[src/logic/sodt_params.svh]
// Purpose: Constants for synchronous termination latency control
// Assumes: One 100 MHz clock, counts in clock cycles
// Notes:   Included by bare name; definitions only
`ifndef SODT_PARAMS_SVH
`define SODT_PARAMS_SVH

`define SODT_CLK_PERIOD_NS    10
`define SODT_LAT_OFFSET       2
`define SODT_HOLD_SHORT       4
`define SODT_HOLD_LONG        6
`define SODT_MAX_LAT          32
// Off skew window, tenths of a cycle
`define SODT_OFF_SKEW_TENTHS  5
`define SODT_OFF_SKEW_TOL     2
// Mode register field positions
`define SODT_MR0_DLL_PD_BIT   12
`define SODT_MR1_AL_LO        3
`define SODT_MR1_AL_HI        4
`define SODT_MR1_NOM_B0       2
`define SODT_MR1_NOM_B1       6
`define SODT_MR1_NOM_B2       9
`define SODT_MR2_WR_LO        9
`define SODT_MR2_WR_HI        10
// Avalon register offsets (byte addresses), then the CTRL latency reset value
`define SODT_REG_MR0          4'h0
`define SODT_REG_MR1          4'h4
`define SODT_REG_MR2          4'h8
`define SODT_REG_CTRL         4'hC
`define SODT_REG_STAT         4'h0
`define SODT_CWL_RESET        5'h05

`endif

[src/logic/sodt_pkg.sv]
// Purpose: Types for synchronous termination latency control
// Assumes: Constants live in sodt_params.svh
// Notes:   No imports; use sodt_pkg::name
package sodt_pkg;
    typedef enum logic [2:0]
    {
        SODT_OFF     = 3'b001,
        SODT_ON      = 3'b010,
        SODT_HOLDING = 3'b100
    } sodt_state_e;

    typedef enum logic [1:0]
    {
        SODT_DEV_IDLE = 2'b00,
        SODT_DEV_ACT  = 2'b01,
        SODT_DEV_APD  = 2'b10,
        SODT_DEV_PPD  = 2'b11
    } sodt_dev_e;
endpackage

[src/logic/sodt_delay_line.sv]
// Purpose: Variable-length delay of one bit, length set at run time
// Assumes: Length below DEPTH; zero passes input straight through
// Notes:   Flip-flop shift line addressed by the length
`timescale 1ns/10ps
module sodt_delay_line
#(
    parameter int DEPTH = 32
)
(
    // Clock and reset
    input  wire logic                     clk,
    input  wire logic                     arst_n,
    // Data
    input  wire logic                     din,
    input  wire logic [$clog2(DEPTH)-1:0] len,
    output logic                          dout
);
    logic [DEPTH-1:0] line;

    always_ff @(posedge clk or negedge arst_n)
    begin
        if (!arst_n)
            line <= '0;
        else
            line <= {line[DEPTH-2:0], din};
    end

    always_comb
    begin
        if (len == '0)
            dout = din;
        else
            dout = line[len - 1'b1];
    end
endmodule // sodt_delay_line

[src/logic/sodt_ctrl.sv]
// Purpose: Synchronous termination latency control behind the pins
// Assumes: 100 MHz clk; termination pin and write strobe are sampled
// Notes:   Mode registers reached over Avalon-MM
`timescale 1ns/10ps
`include "sodt_params.svh"
module sodt_ctrl
#(
    parameter int MAX_LAT = `SODT_MAX_LAT
)
(
    // Clock and reset
    input  wire logic        clk,
    input  wire logic        arst_n,
    // Avalon-MM slave
    input  wire logic [3:0]  avs_address,
    input  wire logic        avs_read,
    input  wire logic        avs_write,
    input  wire logic [31:0] avs_writedata,
    input  wire logic [3:0]  avs_byteenable,
    output logic [31:0]      avs_readdata,
    output logic             avs_waitrequest,
    // Device pins and state
    input  wire logic        term_pin,
    input  wire logic        write_cmd,
    input  wire logic        write_chop,
    input  wire logic        dll_locked,
    input  wire logic        cke,
    input  wire logic [1:0]  dev_mode,
    // Termination outputs
    output logic             term_enable,
    output logic             write_term_sel,
    output logic             hold_violation
);
    localparam int LW = $clog2(MAX_LAT);

    // ==========================================================
    // Input synchronisers
    // ==========================================================
    logic [1:0] pin_s;
    logic [1:0] wr_s;
    logic [1:0] chop_s;
    logic [1:0] lock_s;
    logic [1:0] cke_s;
    logic [3:0] dev_s;

    // Device state comes from outside the clock domain as well
    always_ff @(posedge clk or negedge arst_n)
    begin
        if (!arst_n)
            dev_s <= 4'h0;
        else
            dev_s <= {dev_s[1:0], dev_mode};
    end

    always_ff @(posedge clk or negedge arst_n)
    begin
        if (!arst_n)
        begin
            pin_s  <= 2'b00;
            wr_s   <= 2'b00;
            chop_s <= 2'b00;
            lock_s <= 2'b00;
            cke_s  <= 2'b00;
        end
        else
        begin
            pin_s  <= {pin_s[0], term_pin};
            wr_s   <= {wr_s[0], write_cmd};
            chop_s <= {chop_s[0], write_chop};
            lock_s <= {lock_s[0], dll_locked};
            cke_s  <= {cke_s[0], cke};
        end
    end

    wire logic pin  = pin_s[1];
    wire logic wr   = wr_s[1];
    wire logic chop = chop_s[1];

    // ==========================================================
    // Mode registers
    // ==========================================================
    logic [31:0] mr0;
    logic [31:0] mr1;
    logic [31:0] mr2;
    logic [4:0]  cas_write_latency;
    logic        rd_pend;

    function automatic logic [31:0] be_merge(input logic [31:0] old,
                                             input logic [31:0] nw,
                                             input logic [3:0]  be);
        logic [31:0] r;
        r = old;
        for (int i = 0; i < 4; i++)
            if (be[i])
                r[i*8 +: 8] = nw[i*8 +: 8];
        return r;
    endfunction

    always_ff @(posedge clk or negedge arst_n)
    begin
        if (!arst_n)
        begin
            mr0 <= 32'h0000_0000;
            mr1 <= 32'h0000_0000;
            mr2 <= 32'h0000_0000;
            cas_write_latency <= `SODT_CWL_RESET;
        end
        else if (avs_write)
        begin
            case (avs_address)
                `SODT_REG_MR0: mr0 <= be_merge(mr0, avs_writedata,
                                               avs_byteenable);
                `SODT_REG_MR1: mr1 <= be_merge(mr1, avs_writedata,
                                               avs_byteenable);
                `SODT_REG_MR2: mr2 <= be_merge(mr2, avs_writedata,
                                               avs_byteenable);
                `SODT_REG_CTRL:
                    if (avs_byteenable[0])
                        cas_write_latency <= avs_writedata[4:0];
                default: ;
            endcase
        end
    end

    // Reads answer one cycle later; writes take effect at once
    always_ff @(posedge clk or negedge arst_n)
    begin
        if (!arst_n)
            rd_pend <= 1'b0;
        else
            rd_pend <= avs_read && !rd_pend;
    end

    assign avs_waitrequest = avs_read && !rd_pend;

    logic [2:0] status;
    always_ff @(posedge clk or negedge arst_n)
    begin
        if (!arst_n)
            avs_readdata <= 32'h0000_0000;
        else if (avs_read && !rd_pend)
        begin
            case (avs_address)
                `SODT_REG_MR0:  avs_readdata <= mr0;
                `SODT_REG_MR1:  avs_readdata <= mr1;
                `SODT_REG_MR2:  avs_readdata <= mr2;
                `SODT_REG_CTRL: avs_readdata <= {24'h00_0000,
                                                 status, cas_write_latency};
                default:        avs_readdata <= 32'h0000_0000;
            endcase
        end
    end

    // ==========================================================
    // Mode decode
    // ==========================================================
    logic [1:0] al_field;
    logic [4:0] al;
    logic       nom_en;
    logic       wr_term_en;
    logic       sync_mode;
    logic [LW-1:0] lat;

    always_comb
    begin
        al_field = mr1[`SODT_MR1_AL_HI:`SODT_MR1_AL_LO];
        case (al_field)
            2'b01:   al = cas_write_latency - 5'h01;
            2'b10:   al = cas_write_latency - 5'h02;
            default: al = 5'h00;
        endcase
        nom_en = mr1[`SODT_MR1_NOM_B0] | mr1[`SODT_MR1_NOM_B1]
                 | mr1[`SODT_MR1_NOM_B2];
        wr_term_en = mr2[`SODT_MR2_WR_LO] | mr2[`SODT_MR2_WR_HI];
        sync_mode = lock_s[1] && (nom_en || wr_term_en);
        case (sodt_pkg::sodt_dev_e'(dev_s[3:2]))
            sodt_pkg::SODT_DEV_IDLE,
            sodt_pkg::SODT_DEV_ACT: sync_mode = sync_mode && cke_s[1];
            sodt_pkg::SODT_DEV_APD: ;
            sodt_pkg::SODT_DEV_PPD:
                sync_mode = sync_mode && mr0[`SODT_MR0_DLL_PD_BIT];
            default: sync_mode = 1'b0;
        endcase
        // Turn-on and turn-off share one latency
        lat = LW'(cas_write_latency + al - 5'(`SODT_LAT_OFFSET));
    end

    // ==========================================================
    // Latency path
    // ==========================================================
    logic lat_out;

    sodt_delay_line #(.DEPTH(MAX_LAT)) u_delay
    (
        .clk    (clk),
        .arst_n (arst_n),
        .din    (pin && sync_mode),
        .len    (lat),
        .dout   (lat_out)
    );

    // Sampled on edge; half-cycle skew left to the analog driver
    always_ff @(posedge clk or negedge arst_n)
    begin
        if (!arst_n)
            term_enable <= 1'b0;
        else
            term_enable <= lat_out;
    end

    // ==========================================================
    // Hold tracking and write burst type
    // ==========================================================
    sodt_pkg::sodt_state_e state;
    logic [2:0] hold_cnt;
    logic       last_chop;

    always_ff @(posedge clk or negedge arst_n)
    begin
        if (!arst_n)
            last_chop <= 1'b0;
        else if (wr)
            last_chop <= chop;
    end

    always_ff @(posedge clk or negedge arst_n)
    begin
        if (!arst_n)
        begin
            state          <= sodt_pkg::SODT_OFF;
            hold_cnt       <= 3'h0;
            hold_violation <= 1'b0;
        end
        else
        begin
            hold_violation <= 1'b0;
            case (state)
                sodt_pkg::SODT_OFF:
                    if (pin)
                    begin
                        // A write with the first high sample counts too
                        state    <= sodt_pkg::SODT_HOLDING;
                        hold_cnt <= (wr && !chop) ? 3'(`SODT_HOLD_LONG - 1)
                                    : 3'(`SODT_HOLD_SHORT - 1);
                    end
                sodt_pkg::SODT_HOLDING, sodt_pkg::SODT_ON:
                    if (!pin)
                    begin
                        // Early fall only flagged, termination still follows
                        hold_violation <= (state == sodt_pkg::SODT_HOLDING)
                                          && hold_cnt != 3'h0;
                        state    <= sodt_pkg::SODT_OFF;
                        hold_cnt <= 3'h0;
                    end
                    else if (wr)
                    begin
                        // Newest write reloads the count, even if the old deadline was later
                        state    <= sodt_pkg::SODT_HOLDING;
                        hold_cnt <= chop ? 3'(`SODT_HOLD_SHORT - 1)
                                         : 3'(`SODT_HOLD_LONG - 1);
                    end
                    else if (hold_cnt > 3'h1)
                        hold_cnt <= hold_cnt - 3'h1;
                    else
                    begin
                        hold_cnt <= 3'h0;
                        state    <= sodt_pkg::SODT_ON;
                    end
                default:
                    state <= sodt_pkg::SODT_OFF;
            endcase
        end
    end

    always_ff @(posedge clk or negedge arst_n)
    begin
        if (!arst_n)
            write_term_sel <= 1'b0;
        else
            write_term_sel <= wr_term_en && sync_mode && wr;
    end

    assign status = {last_chop, sync_mode, term_enable};

    // ==========================================================
    // Checks
    // ==========================================================
    term_follows_a: assert property (@(posedge clk) disable iff (!arst_n)
        lat == '0 |=> term_enable == $past(pin && sync_mode))
        else $error("termination does not follow pin at zero latency");
    dynamic_sel_a: assert property (@(posedge clk) disable iff (!arst_n)
        write_term_sel |-> $past(wr_term_en))
        else $error("write termination selected while disabled");
    no_async_a: assert property (@(posedge clk) disable iff (!arst_n)
        !lock_s[1] |=> !write_term_sel)
        else $error("write termination without locked DLL");
    chop_record_a: assert property (@(posedge clk) disable iff (!arst_n)
        wr |=> last_chop == $past(chop))
        else $error("burst type not recorded");
    hold_load_a: assert property (@(posedge clk) disable iff (!arst_n)
        (state == sodt_pkg::SODT_OFF && pin && !(wr && !chop))
        |=> hold_cnt == 3'h3)
        else $error("short hold not loaded");
    long_hold_a: assert property (@(posedge clk) disable iff (!arst_n)
        (pin && wr && !chop)
        |=> hold_cnt == 3'h5)
        else $error("long hold not loaded");
    off_state_a: assert property (@(posedge clk) disable iff (!arst_n)
        !pin |=> state == sodt_pkg::SODT_OFF)
        else $error("state not off after pin low");
    ppd_mode_a: assert property (@(posedge clk) disable iff (!arst_n)
        (dev_s[3:2] == 2'b11 && !mr0[`SODT_MR0_DLL_PD_BIT]) |-> !sync_mode)
        else $error("sync mode in precharge PD with DLL off");
    cov_write_c: cover property (@(posedge clk) wr && pin);
    cov_on_c: cover property (@(posedge clk) $rose(term_enable));
    cov_viol_c: cover property (@(posedge clk) hold_violation);
endmodule // sodt_ctrl

[config.mk]
export PLATFORM = sky130hd
export DESIGN_NAME = sodt_ctrl
export DESIGN_NICKNAME = d
export VERILOG_FILES = /design/src/logic/sodt_pkg.sv /design/src/logic/sodt_delay_line.sv /design/src/logic/sodt_ctrl.sv
export VERILOG_INCLUDE_DIRS = /design/src /design/src/logic
export SDC_FILE = /design/constraint.sdc
export NUM_CORES = 1
export LEC_CHECK = 0
export BUFFER_PORTS_ARGS = -buffer_cell sky130_fd_sc_hd__buf_2
export CELL_PAD_IN_SITES_DETAIL_PLACEMENT = 1
export CELL_PAD_IN_SITES_GLOBAL_PLACEMENT = 1
export CORE_ASPECT_RATIO = 0.75
export CORE_UTILIZATION = 40
export DETAILED_ROUTE_END_ITERATION = 8
export GPL_TIMING_DRIVEN = 1
export PLACE_DENSITY = 0.79
export SLEW_MARGIN = 20
export SYNTH_ARGS = -nofsm -noshare
export SYNTH_HDL_FRONTEND = slang
export SYNTH_SLANG_ARGS = --single-unit
[constraint.sdc]
create_clock -name clk -period 4.1 [get_ports clk]
set_input_delay 0.41 -clock clk [delete_from_list [all_inputs] [get_ports clk]]
set_output_delay 0.41 -clock clk [all_outputs]
set_load 0.05 [all_outputs]
# [After elaboration in Yosys (flattened, before gate mapping)]
# Cells that the tools add are included.
[totals] ff_bits=190 inputBits=51 out_inout_bits=36 wordCells=105
[op_classes] add_sub_neg=6 order_cmp=2 eq_ne=12 n_mux=20 bitwise=3 reduce_logical=34
[op_table] cell="$pmux W32 S4" n=1
[op_table] cell="$reduce_and A3 Y1" n=13
[op_table] cell="$mux W3" n=10
[op_table] cell="$pmux W3 S2" n=2
[op_table] cell="$pmux W5 S2" n=1
[op_table] cell="$sub A5 B1 Y5 const B" n=2
[op_table] cell="$sub A5 B2 Y5 const B" n=2
[op_table] cell="$logic_and A1 B1 Y1" n=9
[op_table] cell="$eq A4 B4 Y1 const B" n=2
[op_table] cell="$lt A5 B6 Y1 const B" n=1
[op_table] cell="$add A5 B5 Y5" n=1
[op_table] cell="$bmux W1 S5" n=1
[op_table] cell="$logic_not A5 Y1" n=1
[op_table] cell="$eq A2 B1 Y1 const B" n=2
[op_table] cell="$eq A2 B2 Y1 const B" n=2
[op_table] cell="$eq A4 B3 Y1 const B" n=1
[op_table] cell="$logic_not A4 Y1" n=1
[op_table] cell="$mux W1" n=4
[op_table] cell="$ne A4 B4 Y1 const B" n=1
[op_table] cell="$reduce_and A2 Y1" n=2
[op_table] cell="$reduce_or A2 Y1" n=2
[op_table] cell="$eq A3 B1 Y1 const B" n=1
[op_table] cell="$eq A3 B2 Y1 const B" n=1
[op_table] cell="$eq A3 B3 Y1 const B" n=1
[op_table] cell="10 further kinds" n=13

# [Depth between registers and ports, before layout]
[logic_depth] ltp_word=8 mapped_depth=17 ltp_nobuf=16

# [Cells and area by module]
# A second synthesis with hierarchy kept.
[unflattened] hier_cells=586 area_unflattened_um2=8226.6
[modules_own_cells] module="sodt_ctrl" n_inst=1 cells_each=528 area_each_um2=7051.8
[modules_own_cells] module="sodt_delay_line" n_inst=1 cells_each=58 area_each_um2=1174.9

# [Worst setup path after synthesis]
# Ideal clock, no wire load.
[synth_timing] kind="register -> register" startpoint="reg cas_write_latency[0]" endpoint="reg term_enable" setup_ps=128 t_arrival_ps=3505 required_ps=3972 slack_ps=467 stages_incl_launch_ff=15 n_path_buf=0 synth_period_minus_slack_ps=3633 path_cell_list="dfstp_2 inv_1 ha_1 nand2b_1 a21o_1 ha_1 inv_1 ha_1 fa_1 xor2_2 mux4_1 nor3_1 a21oi_1 a22oi_1 mux2i_1"
[synth_between] elab_chain_len=8 elab_cells_between_ends=10 cone_classes="add/sub (5); mux (4); reduce/logical (1)"
[synth_lines] item="start, declared" line="sodt_ctrl.sv:85" text="logic [4:0] cas_write_latency;"
[synth_lines] item="start signal, assigned" line="sodt_ctrl.sv:106" text="cas_write_latency <= `SODT_CWL_RESET;"
[synth_lines] item="start signal, assigned" line="sodt_ctrl.sv:119" text="cas_write_latency <= avs_writedata[4:0];"
[synth_lines] item="$sub A5 B2 Y5 or $sub A5 B1 Y5 (tied branches)" line="sodt_ctrl.sv:169, sodt_ctrl.sv:168"
[synth_lines] item="$pmux W5 S2" line="sodt_ctrl.sv:167" text="case (al_field)"
[synth_lines] item="$add A5 B5 Y5 (*)" line="sodt_ctrl.sv:185" text="lat = LW'(cas_write_latency + al - 5'(`SODT_LAT_OFFSET));"
[synth_lines] item="$sub A5 B2 Y5 (*)" line="sodt_ctrl.sv:185"
[synth_lines] item="$sub A5 B1 Y5" line="sodt_delay_line.sv:33" text="dout = line[len - 1'b1];"
[synth_lines] item="$bmux W1 S5" line="sodt_delay_line.sv:33"
[synth_lines] item="$mux W1 (not written as such)" line="sodt_delay_line.sv:33"
[synth_lines] item="$mux W1 (*)" line="sodt_delay_line.sv:30" text="if (len == '0)"
[synth_lines] item="net lat_out" line="sodt_ctrl.sv:191" text="logic lat_out;"
[synth_lines] item="end signal, assigned" line="sodt_ctrl.sv:208" text="term_enable <= lat_out;"
[synth_lines] item="end, declared" line="sodt_ctrl.sv:30" text="output logic term_enable,"
# The timed path passes the listed nets; every way through them passes the cells marked *. The select of a mux whose other input is x is not followed.
# A chain may end at the register's enable or synchronous reset.

# [Worst setup path after layout]
# Same ends and word-level chain as after synthesis.

==> metrics.txt <==
Synth top area share 0.591; Post-synth EDFFs 0; GRT Overall Usage 0.209; Worst R2R Setup Slack 0.15 ns; register bit total from synthesis 190; Core Region 0.0194 mm2; Initial Utilization 0.409; commonest cells after routing, fill and taps aside dfrtp_1, mux2_2, buf_2, o21ai_0, nand2_1; crit path time final 3.95 ns; Pwr Total 5.35 mW; CP Capture Type register; n_diodes 0; Syn. warnings 0; CTS Buf Count 17; Multi-input gate area 0.00297 mm2; # setup viols final 0; Vert. Die Dim 124 um; nets 754; status finished, final reports clean; FF/Latch Area 0.00476 mm2; GP Congestion 0.894; Clk pin slew, worst setup/hold paths 0.08 ns; vias in the first global route 5755; Die Wd 164 um; worst path cell trace inv_1 > ha_1 > nand2b_1 > a21o_1 > ha_1 > inv_1 > ha_4 > fa_2 > xor2_4 > mux4_2 > mux2i_1 > a21oi_1 > a22oi_1 > mux2i_1; arrival time of the worst setup path 4.26 ns; die footprint 0.0204 mm2; H-tree depth 4; IO Pins 87; PD cells 578 mW/mm2; Setup Crit Path Kind register to register; routed wire length 20100 um; final hold vios 0; Avg WL per Cell 21.1 um; Startpoint Class register; Slew Limit Fails 0; R2R depth 14; R2R Path Start cas_write_latency[0]$_DFFE_PN1P_; Max Freq 253 MHz; Starting DRT DRC Count 421; top cells by area, synth dfrtp_1, mux2_2, a222oi_1; DRT antenna net count 0; leakage power 4.38 nW; clk_lat worst skew 0.44 ns; Layout Area Growth over Synthesis 16.9%; Peak VDD IR 0.292 mV; Yosys top cell by area dfrtp_1; Max-cap violations 0; Final WS setup 0.148 ns; drt pass-1 iters 5; Final HPWL DP 13300 um; Post-Place Setup Slack 0.0238 ns; critical path fanouts, max 5; root buf cell clkbuf_16; commonest non-fill, non-tap cell in the layout dfrtp_1; CP max stage delay 0.64 ns; pin count of the biggest net entering global routing 102; max_slew headroom 0.355; Cell variety after synth 44; WP data required 4.41 ns; syn_area_per_cell 13.1 um2; hold crit path type input port to asynchronous set/reset pin; Clock Skew 0.0103 ns; Remaining DRCs 0; TritonCTS clock tree built; Netlist Area Pre-Place 0.00792 mm2; M3 GR Usage 0.0400; FF-to-FF End term_enable$_DFF_PN0_; # rows 44; total global routing overflow 0; layer with the highest usage met2; period utilization 0.964; DR vias 5298; syn nets 670; Fill cells 2018; clock tree sinks 190; Synth Instances 604; critical path's slowest cell fa_2; clk buf depth 2; register area share after synthesis 0.601; prevailing post-synth register cell dfrtp_1; measured slew at the worst slew-check pin 0.961 ns; antenna violations before repair 0; TNS Setup 0 ns; via/cell ratio 5.55; share of layout cells above drive strength 1 0.347; first-pass GRT wire length 31900 um; GR Util met2 0.350; Buffers on Ports 86; met1 track demand over resource 0.278; Synth async-reset ratio 1.00
==> worst max-delay path by stage <==
stage | end | from
after floorplan | term_enable$_DFF_PN0_ | cas_write_latency[0]$_DFFE_PN1P_
after global placement | term_enable$_DFF_PN0_ | cas_write_latency[0]$_DFFE_PN1P_
after detailed placement | term_enable$_DFF_PN0_ | cas_write_latency[0]$_DFFE_PN1P_
after CTS | term_enable$_DFF_PN0_ | cas_write_latency[0]$_DFFE_PN1P_
after global routing | term_enable$_DFF_PN0_ | cas_write_latency[1]$_DFFE_PN0P_
final | term_enable$_DFF_PN0_ | cas_write_latency[0]$_DFFE_PN1P_
==> through the flow <==
stage	cells	hold WS, ns	util	cell area (um2)
2_1_floorplan	604	0.114	-	7920
3_3_place_gp	918	0.339	0.443	8590
3_5_place_dp	918	0.341	0.443	8590
4_1_cts	950	0.0578	0.475	9210
5_1_grt	954	0.0571	0.478	9260
6_report	954	0.0238	0.478	9260
==> registers in the layout (all words and copies together), names as in the netlist, 3 cells and up <==
name               flops
avs_readdata          32
cas_write_latency      5
dev_s                  4
hold_cnt               3
mr0                   32
mr1                   32
mr2                   32
state                  3
u_delay.line          32
==> cells in the mapped netlist (9+ instances only) <==
master	count
inv_1	18
buf_2	16
nor2_1	16
nand2_1	46
a222oi_1	25
clkbuf_1	15
ha_1	14
o21ai_0	50
a21oi_1	11
mux2i_1	19
and3_1	9
mux2_2	97
dfrtp_1	187
==> kinds of logic (layout without fill, tap and decap cells) <==
| kind of cell | after synthesis | after routing | synth area share |
|---|---|---|---|
| adders and majority gates | 15 | 15 | 0.0246 |
| AOI/OAI and AO/OA | 113 | 113 | 0.0976 |
| and+or+nand+nor | 111 | 111 | 0.0703 |
| buffers and inverters | 50 | 147 | 0.0272 |
| DFF | 190 | 190 | 0.601 |
| xor gates and xnor gates | 6 | 6 | 0.00758 |
| muxes | 119 | 119 | 0.172 |
==> report_power, final <==
| group | switching [mW] | internal (mW) | total [mW] | leakage, nW |
|---|---|---|---|---|
| logic | 0.698 | 0.648 | 1.35 | 1.62 |
| clock network | 0.804 | 0.893 | 1.70 | 0.299 |
| registers | 0.171 | 2.13 | 2.30 | 2.46 |
| total | 1.67 | 3.67 | 5.35 | 4.38 |
==> final cells by class <==
type / instances / area share
flip-flops and latches: 190 / 0.514
multi-input cells: 364 / 0.321
well taps: 253 / 0.0342
clock inverters: 14 / 0.0177
inverters: 18 / 0.00730
clock buffers: 18 / 0.0475
repair buffers: 97 / 0.0583
==> metal layers <==
metal | vias up | share of wire
li1 | 2365 | -
met1 | 2786 | 0.43
met2 | 122 | 0.51
met3 | 25 | 0.045
met4 | 0 | 0.017
met5 | - | 0
==> critical path, delay by kind of cell (launching register included) <==
kind	cells	cell delay, ns
fa+ha+maj	4	1.37
mux	3	0.84
flops	1	0.57
compound gates	3	0.48
xor+xnor	1	0.28
simple gates	1	0.15
buf+inv	2	0.13
==> what timing repair did <==
action                     in CTS  in global routing
cloned                          0                  0
hold buffers                    0                  0
gates resized for setup         1                  9
pin swaps                       1                  3
setup endpoints to repair       1                  1
setup buffers                   0                  4
(Power assumes the default switching activity.)
